File: src/logic/sxd_cfg.svh
// Constants for the stretched external data access block
`ifndef SXD_CFG_SVH
`define SXD_CFG_SVH
`define SXD_CTRL_ADDR      8'h8e
`define SXD_STRETCH_LSB    0
`define SXD_STRETCH_MSB    2
`define SXD_T0_RATE_BIT    3
`define SXD_T1_RATE_BIT    4
`define SXD_T2_RATE_BIT    5
`define SXD_STRETCH_RST    3'h1
`define SXD_RATE_RST       3'h0
`define SXD_CLKS_PER_MC    4
`define SXD_BASE_MC        2
`define SXD_STROBE_ZERO    2
`define SXD_STROBE_STEP    4
`endif

File: src/logic/sxd_pkg.sv
// Types for the stretched external data access block
package sxd_pkg;
    typedef enum logic [1:0] {
        SXD_IDLE,
        SXD_ADDR,
        SXD_DATA
    } sxd_state_t;

    // Request from the core for one bus access
    typedef struct packed {
        logic        is_data;
        logic        is_write;
        logic [15:0] addr;
        logic [7:0]  wdata;
    } sxd_req_t;

    // Pin group of the external bus
    typedef struct packed {
        logic [7:0] low_addr_data_port;
        logic       low_addr_data_oe_n;
        logic [7:0] high_addr_port;
        logic       ale;
        logic       rd_n;
        logic       wr_n;
        logic       psen_n;
    } sxd_pins_t;
endpackage

File: src/logic/sxd_mc_timer.sv
// Machine-cycle enable divider
`timescale 1ns/10ps
`include "sxd_cfg.svh"
module sxd_mc_timer #(
    parameter int CLKS = `SXD_CLKS_PER_MC
) (
    input  wire logic       mclk,
    input  wire logic       rstn,
    output logic            mc_tick,
    output logic [1:0]      phase
);
    logic [1:0] cnt_r;
    logic [1:0] cnt_nxt;

    // Free-running phase counter, wraps every machine cycle
    always_comb begin
        cnt_nxt = (cnt_r == 2'(CLKS - 1)) ? 2'h0 : cnt_r + 2'h1;
    end

    always_ff @(posedge mclk) begin
        if (!rstn) begin
            cnt_r <= 2'h0;
        end else begin
            cnt_r <= cnt_nxt;
        end
    end

    assign mc_tick = (cnt_r == 2'(CLKS - 1));
    assign phase   = cnt_r;

    mc_period_a: assert property (@(posedge mclk) disable iff (!rstn)
        mc_tick |=> !mc_tick [*3] ##1 mc_tick) else $error("machine cycle not 4 clocks");
endmodule

File: src/logic/sxd_access.sv
// External bus sequencer with stretchable data moves
`timescale 1ns/10ps
`include "sxd_cfg.svh"
// How it works
// - Stretch taken from control register bits 2..0
// - Data move lasts two plus stretch cycles
// - Reset stretch value is one
// - Every machine cycle is four clocks
// - Strobe 2 clocks, else 4 per step
// - Nonzero stretch widens strobe and timing
// - Program fetches ignore the stretch value
// - New stretch applies to following moves
// - Multiplexed low port plus high address port
// - All fetches go over the external bus
// - Address while latch high, then data bus
// - Bits 5..3 pick timer rates, reset zero
// - Data move address taken from req.addr
module sxd_access (
    input  wire logic              mclk,
    input  wire logic              rstn,
    input  wire logic              reg_wr,
    input  wire logic              reg_rd,
    input  wire logic [7:0]        reg_addr,
    input  wire logic [7:0]        reg_wdata,
    output logic [7:0]             reg_rdata,
    input  wire logic              req_valid,
    output logic                   req_ready,
    input  wire sxd_pkg::sxd_req_t req,
    output logic                   done,
    output logic [7:0]             rdata,
    input  wire logic [7:0]        port_in,
    output sxd_pkg::sxd_pins_t     pins,
    output logic [2:0]             timer_rate_sel
);
    logic                 mc_tick;
    logic [1:0]           phase;
    sxd_pkg::sxd_state_t  st_r, st_nxt;
    logic [7:0]           ctrl_r, ctrl_nxt;
    logic [2:0]           strch_r, strch_nxt;
    logic [3:0]           mc_left_r, mc_left_nxt;
    logic [5:0]           strb_r, strb_nxt;
    logic [5:0]           clk_left;
    sxd_pkg::sxd_req_t    cur_r, cur_nxt;
    logic [7:0]           rdata_r, rdata_nxt;
    logic                 done_r, done_nxt;
    sxd_pkg::sxd_pins_t   pins_r, pins_nxt;

    // Strobe width in clocks for a stretch value
    function automatic logic [5:0] strobe_clks(input logic [2:0] s);
        strobe_clks = (s == 3'h0) ? 6'(`SXD_STROBE_ZERO)
                                  : 6'(`SXD_STROBE_STEP) * {3'h0, s};
    endfunction

    sxd_mc_timer u_mc (
        .mclk    (mclk),
        .rstn    (rstn),
        .mc_tick (mc_tick),
        .phase   (phase)
    );

    // Register port: control register write and readback
    always_comb begin
        ctrl_nxt = ctrl_r;
        if (reg_wr && reg_addr == `SXD_CTRL_ADDR) begin
            ctrl_nxt = {2'h0, reg_wdata[5:0]};
        end
    end

    always_ff @(posedge mclk) begin
        if (!rstn) begin
            ctrl_r <= {2'h0, `SXD_RATE_RST, `SXD_STRETCH_RST};
        end else begin
            ctrl_r <= ctrl_nxt;
        end
    end

    // Unmapped addresses read zero
    assign reg_rdata = (reg_rd && reg_addr == `SXD_CTRL_ADDR) ? ctrl_r : 8'h00;
    assign timer_rate_sel = {ctrl_r[`SXD_T2_RATE_BIT], ctrl_r[`SXD_T1_RATE_BIT],
                             ctrl_r[`SXD_T0_RATE_BIT]};
    assign req_ready = (st_r == sxd_pkg::SXD_IDLE) && mc_tick;

    // Clocks left in the move, current one included; only meaningful in the data phase
    assign clk_left = {mc_left_r, 2'h0} - {4'h0, phase};

    // Access sequencer: address phase one cycle, then data phase
    always_comb begin
        st_nxt      = st_r;
        strch_nxt   = strch_r;
        mc_left_nxt = mc_left_r;
        strb_nxt    = strb_r;
        cur_nxt     = cur_r;
        rdata_nxt   = rdata_r;
        done_nxt    = 1'b0;
        pins_nxt    = pins_r;
        case (st_r)
            sxd_pkg::SXD_IDLE: begin
                pins_nxt.ale    = 1'b0;
                pins_nxt.rd_n   = 1'b1;
                pins_nxt.wr_n   = 1'b1;
                pins_nxt.psen_n = 1'b1;
                pins_nxt.low_addr_data_oe_n = 1'b1;
                if (req_valid && req_ready) begin
                    cur_nxt = req;
                    // Stretch latched here so a write mid-move cannot disturb it
                    strch_nxt = req.is_data ? ctrl_r[`SXD_STRETCH_MSB:`SXD_STRETCH_LSB]
                                            : 3'h0;
                    mc_left_nxt = req.is_data
                        ? 4'(`SXD_BASE_MC) + {1'b0, ctrl_r[2:0]} - 4'h1
                        : 4'h1;
                    // Fetch gets one data-phase cycle and a short strobe, whatever the stretch
                    strb_nxt = req.is_data ? strobe_clks(ctrl_r[2:0]) : 6'(`SXD_STROBE_ZERO);
                    pins_nxt.ale = 1'b1;
                    pins_nxt.low_addr_data_port = req.addr[7:0];
                    pins_nxt.high_addr_port     = req.addr[15:8];
                    pins_nxt.low_addr_data_oe_n = 1'b0;
                    st_nxt = sxd_pkg::SXD_ADDR;
                end
            end
            sxd_pkg::SXD_ADDR: begin
                if (phase == 2'h1) begin
                    pins_nxt.ale = 1'b0;
                end
                if (mc_tick) begin
                    // Strobe sits at the end of the move so wait states widen it
                    pins_nxt.low_addr_data_oe_n = !(cur_r.is_data && cur_r.is_write);
                    pins_nxt.low_addr_data_port = cur_r.wdata;
                    st_nxt = sxd_pkg::SXD_DATA;
                end
            end
            sxd_pkg::SXD_DATA: begin
                // Strobe ends one clock before the move, so write data outlives it
                if (strb_r != 6'h0 && clk_left >= 6'h3 &&
                    clk_left <= strb_r + 6'h2) begin
                    pins_nxt.rd_n   = !(cur_r.is_data && !cur_r.is_write);
                    pins_nxt.wr_n   = !(cur_r.is_data && cur_r.is_write);
                    pins_nxt.psen_n = cur_r.is_data;
                end else begin
                    pins_nxt.rd_n   = 1'b1;
                    pins_nxt.wr_n   = 1'b1;
                    pins_nxt.psen_n = 1'b1;
                end
                if (!pins_r.rd_n || !pins_r.psen_n) begin
                    rdata_nxt = port_in;
                end
                if (mc_tick) begin
                    if (mc_left_r <= 4'h1) begin
                        done_nxt = 1'b1;
                        pins_nxt.low_addr_data_oe_n = 1'b1;
                        st_nxt = sxd_pkg::SXD_IDLE;
                    end else begin
                        mc_left_nxt = mc_left_r - 4'h1;
                    end
                end
            end
            default: begin
                st_nxt = sxd_pkg::SXD_IDLE;
            end
        endcase
    end

    always_ff @(posedge mclk) begin
        if (!rstn) begin
            st_r      <= sxd_pkg::SXD_IDLE;
            strch_r   <= `SXD_STRETCH_RST;
            mc_left_r <= 4'h0;
            strb_r    <= 6'h0;
            cur_r     <= '0;
            rdata_r   <= 8'h00;
            done_r    <= 1'b0;
            pins_r    <= '{low_addr_data_port: 8'hff, low_addr_data_oe_n: 1'b1,
                           high_addr_port: 8'hff, ale: 1'b0, rd_n: 1'b1,
                           wr_n: 1'b1, psen_n: 1'b1};
        end else begin
            st_r      <= st_nxt;
            strch_r   <= strch_nxt;
            mc_left_r <= mc_left_nxt;
            strb_r    <= strb_nxt;
            cur_r     <= cur_nxt;
            rdata_r   <= rdata_nxt;
            done_r    <= done_nxt;
            pins_r    <= pins_nxt;
        end
    end

    assign pins  = pins_r;
    assign rdata = rdata_r;
    assign done  = done_r;

    // Checks on the visible bus behaviour
    reset_stretch_a: assert property (@(posedge mclk) $rose(rstn) |-> ctrl_r[2:0] == 3'h1)
        else $error("stretch not one after reset");
    ctrl_read_a: assert property (@(posedge mclk) disable iff (!rstn)
        (reg_rd && reg_addr == `SXD_CTRL_ADDR) |-> reg_rdata[2:0] == ctrl_r[2:0])
        else $error("stretch readback wrong");
    ale_addr_a: assert property (@(posedge mclk) disable iff (!rstn)
        pins_r.ale |-> pins_r.low_addr_data_port == cur_r.addr[7:0])
        else $error("low port not address during latch");
    zero_strobe_a: assert property (@(posedge mclk) disable iff (!rstn)
        ($fell(pins_r.rd_n) && strch_r == 3'h0) |-> !pins_r.rd_n [*2] ##1 pins_r.rd_n)
        else $error("stretch zero strobe not 2 clocks");
    one_strobe_a: assert property (@(posedge mclk) disable iff (!rstn)
        ($fell(pins_r.wr_n) && strch_r == 3'h1) |-> !pins_r.wr_n [*4] ##1 pins_r.wr_n)
        else $error("stretch one strobe not 4 clocks");
    // Done is registered, so it shows one clock after the final clock of the access
    fetch_len_a: assert property (@(posedge mclk) disable iff (!rstn)
        (req_valid && req_ready && !req.is_data) |=> ##8 done_r)
        else $error("fetch not two machine cycles");
    move_len_a: assert property (@(posedge mclk) disable iff (!rstn)
        (req_valid && req_ready && req.is_data && ctrl_r[2:0] == 3'h0) |=> ##8 done_r)
        else $error("fast data move not 8 clocks");
    fetch_no_rdwr_a: assert property (@(posedge mclk) disable iff (!rstn)
        !cur_r.is_data |-> pins_r.rd_n && pins_r.wr_n)
        else $error("fetch drove data strobe");
    ctrl_write_a: assert property (@(posedge mclk) disable iff (!rstn)
        (reg_wr && reg_addr == `SXD_CTRL_ADDR) |=> ctrl_r[5:0] == $past(reg_wdata[5:0]))
        else $error("control write not taken");
    // A write strobe with the port released would latch a floating bus
    wr_data_a: assert property (@(posedge mclk) disable iff (!rstn)
        !pins_r.wr_n |-> !pins_r.low_addr_data_oe_n)
        else $error("write strobe without data driven");
endmodule

File: config.mk
export PLATFORM = sky130hd
export DESIGN_NAME = sxd_access
export DESIGN_NICKNAME = d
export VERILOG_FILES = /design/src/logic/sxd_pkg.sv /design/src/logic/sxd_mc_timer.sv /design/src/logic/sxd_access.sv
export VERILOG_INCLUDE_DIRS = /design/src /design/src/logic
export SDC_FILE = /design/constraint.sdc
export NUM_CORES = 1
export LEC_CHECK = 0
export BUFFER_PORTS_ARGS = -buffer_cell sky130_fd_sc_hd__buf_2
export CORE_MARGIN = 1
export CORE_UTILIZATION = 45
export DETAILED_ROUTE_END_ITERATION = 10
export HOLD_SLACK_MARGIN = 0.12
export PLACE_DENSITY = 0.76
export SLEW_MARGIN = 15
export SYNTH_ARGS = -nofsm -noshare
export SYNTH_HDL_FRONTEND = slang
export SYNTH_HIERARCHICAL = 1
export SYNTH_SLANG_ARGS = --single-unit
File: constraint.sdc
create_clock -name mclk -period 2.1 [get_ports mclk]
set_input_delay 0 -clock mclk [delete_from_list [all_inputs] [get_ports mclk]]
set_output_delay 0 -clock mclk [all_outputs]
set_load 0.01 [all_outputs]
==> impl_metrics.env <==
export IMPL_synth_area_leaders="dfxtp_1 (41%), nand2_1 (11%), ha_1 (7.9%)"
export IMPL_cp_data_required_time_ns=2.32
export IMPL_drt_iter0_drc=96
export IMPL_place_ws_ns=-0.1126
export IMPL_htreeDepth=3
export IMPL_tightest_slew_ns=0.5503
export IMPL_synth_top_area_share_pct=40.54
export IMPL_cp_max_fo=3
export IMPL_ant_nets=0
export IMPL_wl_per_cell_microns=14.16
export IMPL_clockBufferDepth=2
export IMPL_gr_usage_met1_pct=27.52
export IMPL_cpPeakStageDelay_ns=0.41
export IMPL_cts_tree="built"
export IMPL_ys_flop_type="dfxtp_1"
export IMPL_syn2layout_area_growth_pct=45.39
export IMPL_relSlewSlack_pct=63.31
export IMPL_critPathLaunchType="flip-flop"
export IMPL_hpwl_microns=5016
export IMPL_yosysTopAreaCell="dfxtp_1"
export IMPL_fmax_mhz=452.9
export IMPL_drc=0
export IMPL_clk_pin_slew_ns=0.07
export IMPL_wl_microns=8227
export IMPL_antenna_cells=0
export IMPL_cts_made_buffers=9
export IMPL_ys_seq_elements=58
export IMPL_initial_core_util_pct=47.53
export IMPL_synthArstFlopShare_pct=0
export IMPL_fin_total_pwr_mw=2.743
export IMPL_fin_skew_ns=0.01085
export IMPL_die_h_microns=81.78
export IMPL_nets=574
export IMPL_synth_cells=358
export IMPL_fin_ws_ns=-0.1078
export IMPL_multi_input_area_sq_um=1595
export IMPL_reg2reg_depth=9
export IMPL_crit_chain="or3_4, a21oi_4, xnor2_2, ha_1, a21oi_2, mux2_4, a31o_4, o211ai_4, o32a_1"
export IMPL_antenna_found_initial=0
export IMPL_cts_root_buf="clkbuf_8"
export IMPL_min_to="ctrl_r[2]$_SDFFE_PN0P_"
export IMPL_worstReg2RegEnd="pins[2]$_SDFFE_PN1P_"
export IMPL_end_kind="flip-flop"
export IMPL_r2r_slack_ns=-0.11
export IMPL_run_status="complete, but fails checks"
export IMPL_clkSinkCount=58
export IMPL_ff_latch_area_sq_um=1165
export IMPL_via_per_inst=5.115
export IMPL_portBuffers=92
export IMPL_row_count=28
export IMPL_ys_types=47
export IMPL_clkLatencyLatePin_ns=0.34
export IMPL_drive_gt1_share_pct=28.06
export IMPL_dr_pass1_iters=5
export IMPL_coreArea_sq_um=6026
export IMPL_period_needed_ns=2.208
export IMPL_cts_setup_buffers=0
export IMPL_setup_viol=3
export IMPL_fillerInstances=474
export IMPL_synth_edf_count=0
export IMPL_grtUsageTotal_pct=26.22
export IMPL_finalMaxSlewViolations=0
export IMPL_die_w_microns=81.78
export IMPL_maxCapViolCount=0
export IMPL_ir_drop_mv=0.5610
export IMPL_vias=2972
export IMPL_grt_pass1_wl_microns=13170
export IMPL_grt_pass1_vias=2907
export IMPL_io_pins=97
export IMPL_rsz0062_at_grt="true"
export IMPL_reg2reg_from="mc_left_r[0]$_SDFFE_PN0P_"
export IMPL_synth_yosys_seq_area_share_pct=40.54
export IMPL_grt_max_degree=33
export IMPL_yosysWarnings=6
export IMPL_violations="negative setup slack"
export IMPL_avgSynthCellArea_sq_um=8.000
export IMPL_worstHoldPathCells=4
export IMPL_fin_util_pct=69.10
export IMPL_use_met2_pct=47.19
export IMPL_met3_usage_pct=8.556
export IMPL_hp_class="in2reg"
export IMPL_die_area_sq_um=6687
export IMPL_globalRouteOverflowTotal=0
export IMPL_cp_data_arrival_time_ns=2.43
export IMPL_fin_tns_setup_ns=-0.2382
export IMPL_min_period_over_period_pct=105.1
export IMPL_syn_area_sq_um=2864
export IMPL_grt_busiest_layer="met2"
export IMPL_crit_slowest_cell="or3_4"
export IMPL_hold_viol_final=0
export IMPL_min_delay_start="reg_wr"
export IMPL_power_density_nw_per_um2=658.8
export IMPL_gp_congestion=0.7837
export IMPL_path_class="reg2reg"
export IMPL_power_leakage_nw=1.921
-- logic make-up after synthesis --
| logic type | after synthesis | synth area share (%) |
|---|---|---|
| flops | 58 | 40.54 |
| fa+ha+maj | 18 | 7.864 |
| buf+inv | 40 | 5.985 |
| other cells | 1 | 0.1309 |
| compound gates | 72 | 15.73 |
| mux | 11 | 3.888 |
| simple gates | 150 | 23.42 |
| xor+xnor | 8 | 2.447 |
-- worst max-delay path, delay by kind of cell, from the launching register on --
| family | cells | cell delay, ns |
|---|---|---|
| XOR/XNOR | 1 | 0.13 |
| AO/OA/AOI/OAI | 5 | 0.80 |
| flip-flops | 1 | 0.32 |
| AND/OR/NAND/NOR | 1 | 0.41 |
| multiplexers | 1 | 0.17 |
| adder cells (fa/ha/maj) | 1 | 0.27 |
-- state kept, by name, summed over array words and instances (netlist names) --
| signal | cells |
|---|---|
| st_r | 2 |
| ctrl_r | 6 |
| pins | 21 |
| mc_left_r | 4 |
| u_mc/phase | 2 |
| done | 1 |
| rdata | 8 |
| strb_r | 4 |
| cur_r | 10 |
-- cells in the mapped netlist, types with 3 or more instances --
cell and n:
a21oi_1 36, and3_1 7, buf_4 5, clkbuf_1 14, dfxtp_1 58, ha_1 18, inv_1 18, mux2i_1 10
nand2_1 87, nand2b_1 3, nand3_1 13, nor2_1 23, nor2b_1 4, o211ai_1 9, o21ai_0 6, xnor2_1 6
-- timing repair --
item	4_1_cts	5_1_grt
endpoints found under the setup margin	3	4
hold buffers	42	0
resized for setup	1	8
hold endpoints to repair	46	0
pin swaps	6	5
-- per-layer routing --
layer  wire length [microns]  part of all wire, %
met5                       0                    0
met4                     285                  3.5
met3                     500                  6.1
met2                    4187                   51
met1                    3254                   40
-- cell usage in the layout, fill, tap and decap left out, drive strengths merged, types with 2 or more instances in the layout --
cell,netlist,final
buf,8,111
nand2,87,87
dfxtp,58,58
dlygate4sd3,0,42
a21oi,36,36
nor2,23,23
inv,18,18
ha,18,18
nand3,13,13
mux2i,10,10
o211ai,10,10
clkbuf,14,10
and3,7,7
o21ai,7,7
xnor2,6,6
nor2b,4,4
clkinv,0,4
nand2b,3,3
a21boi,3,3
xor2,2,2
and2,2,2
nor3,2,2
a211oi,2,2
a31oi,2,2
o22a,2,2
a21o,2,2
conb,1,2
bufinv,0,2
or3,2,2
-- how the worst max path moves through the flow --
stage / start / endpoint / slack, ns / depth (start not counted)
final: mc_left_r[0]$_SDFFE_PN0P_ / pins[2]$_SDFFE_PN1P_ / -0.11 / 9
after detailed placement: mc_left_r[0]$_SDFFE_PN0P_ / pins[2]$_SDFFE_PN1P_ / -0.11 / 9
after floorplan: mc_left_r[0]$_SDFFE_PN0P_ / pins[2]$_SDFFE_PN1P_ / -0.04 / 9
after global routing: mc_left_r[0]$_SDFFE_PN0P_ / pins[2]$_SDFFE_PN1P_ / -0.17 / 9
after CTS: mc_left_r[0]$_SDFFE_PN0P_ / pins[2]$_SDFFE_PN1P_ / -0.11 / 9
after global placement: mc_left_r[0]$_SDFFE_PN0P_ / pins[2]$_SDFFE_PN1P_ / -0.04 / 9
-- final cells by class --
type | count | area share (%)
Clock buffer | 10 | 3.065
Clock inverter | 6 | 2.194
Inverter | 18 | 1.623
Multi-Input combinational cell | 261 | 38.31
Sequential cell | 58 | 27.97
Tap cell | 75 | 2.254
Timing Repair Buffer | 153 | 24.58
-- power by group --
part | internal, mW | total (mW) | switching (mW)
Combinational | 0.248 | 0.472 | 0.224
Clock | 0.672 | 1.13 | 0.454
Sequential | 1.13 | 1.15 | 0.0171
-- stage by stage --
stage / instance area [sq um] / std cells / hold WS [ns]
2_1_floorplan: 2885 / 359 / 0.1242
6_report: 4164 / 581 / 0.2124
5_1_grt: 4164 / 581 / 0.2093
3_5_place_dp: 3478 / 523 / 0.2099
3_3_place_gp: 3478 / 523 / 0.2067
4_1_cts: 4119 / 581 / 0.2026
No activity file was read; power rests on OpenSTA's default activity.
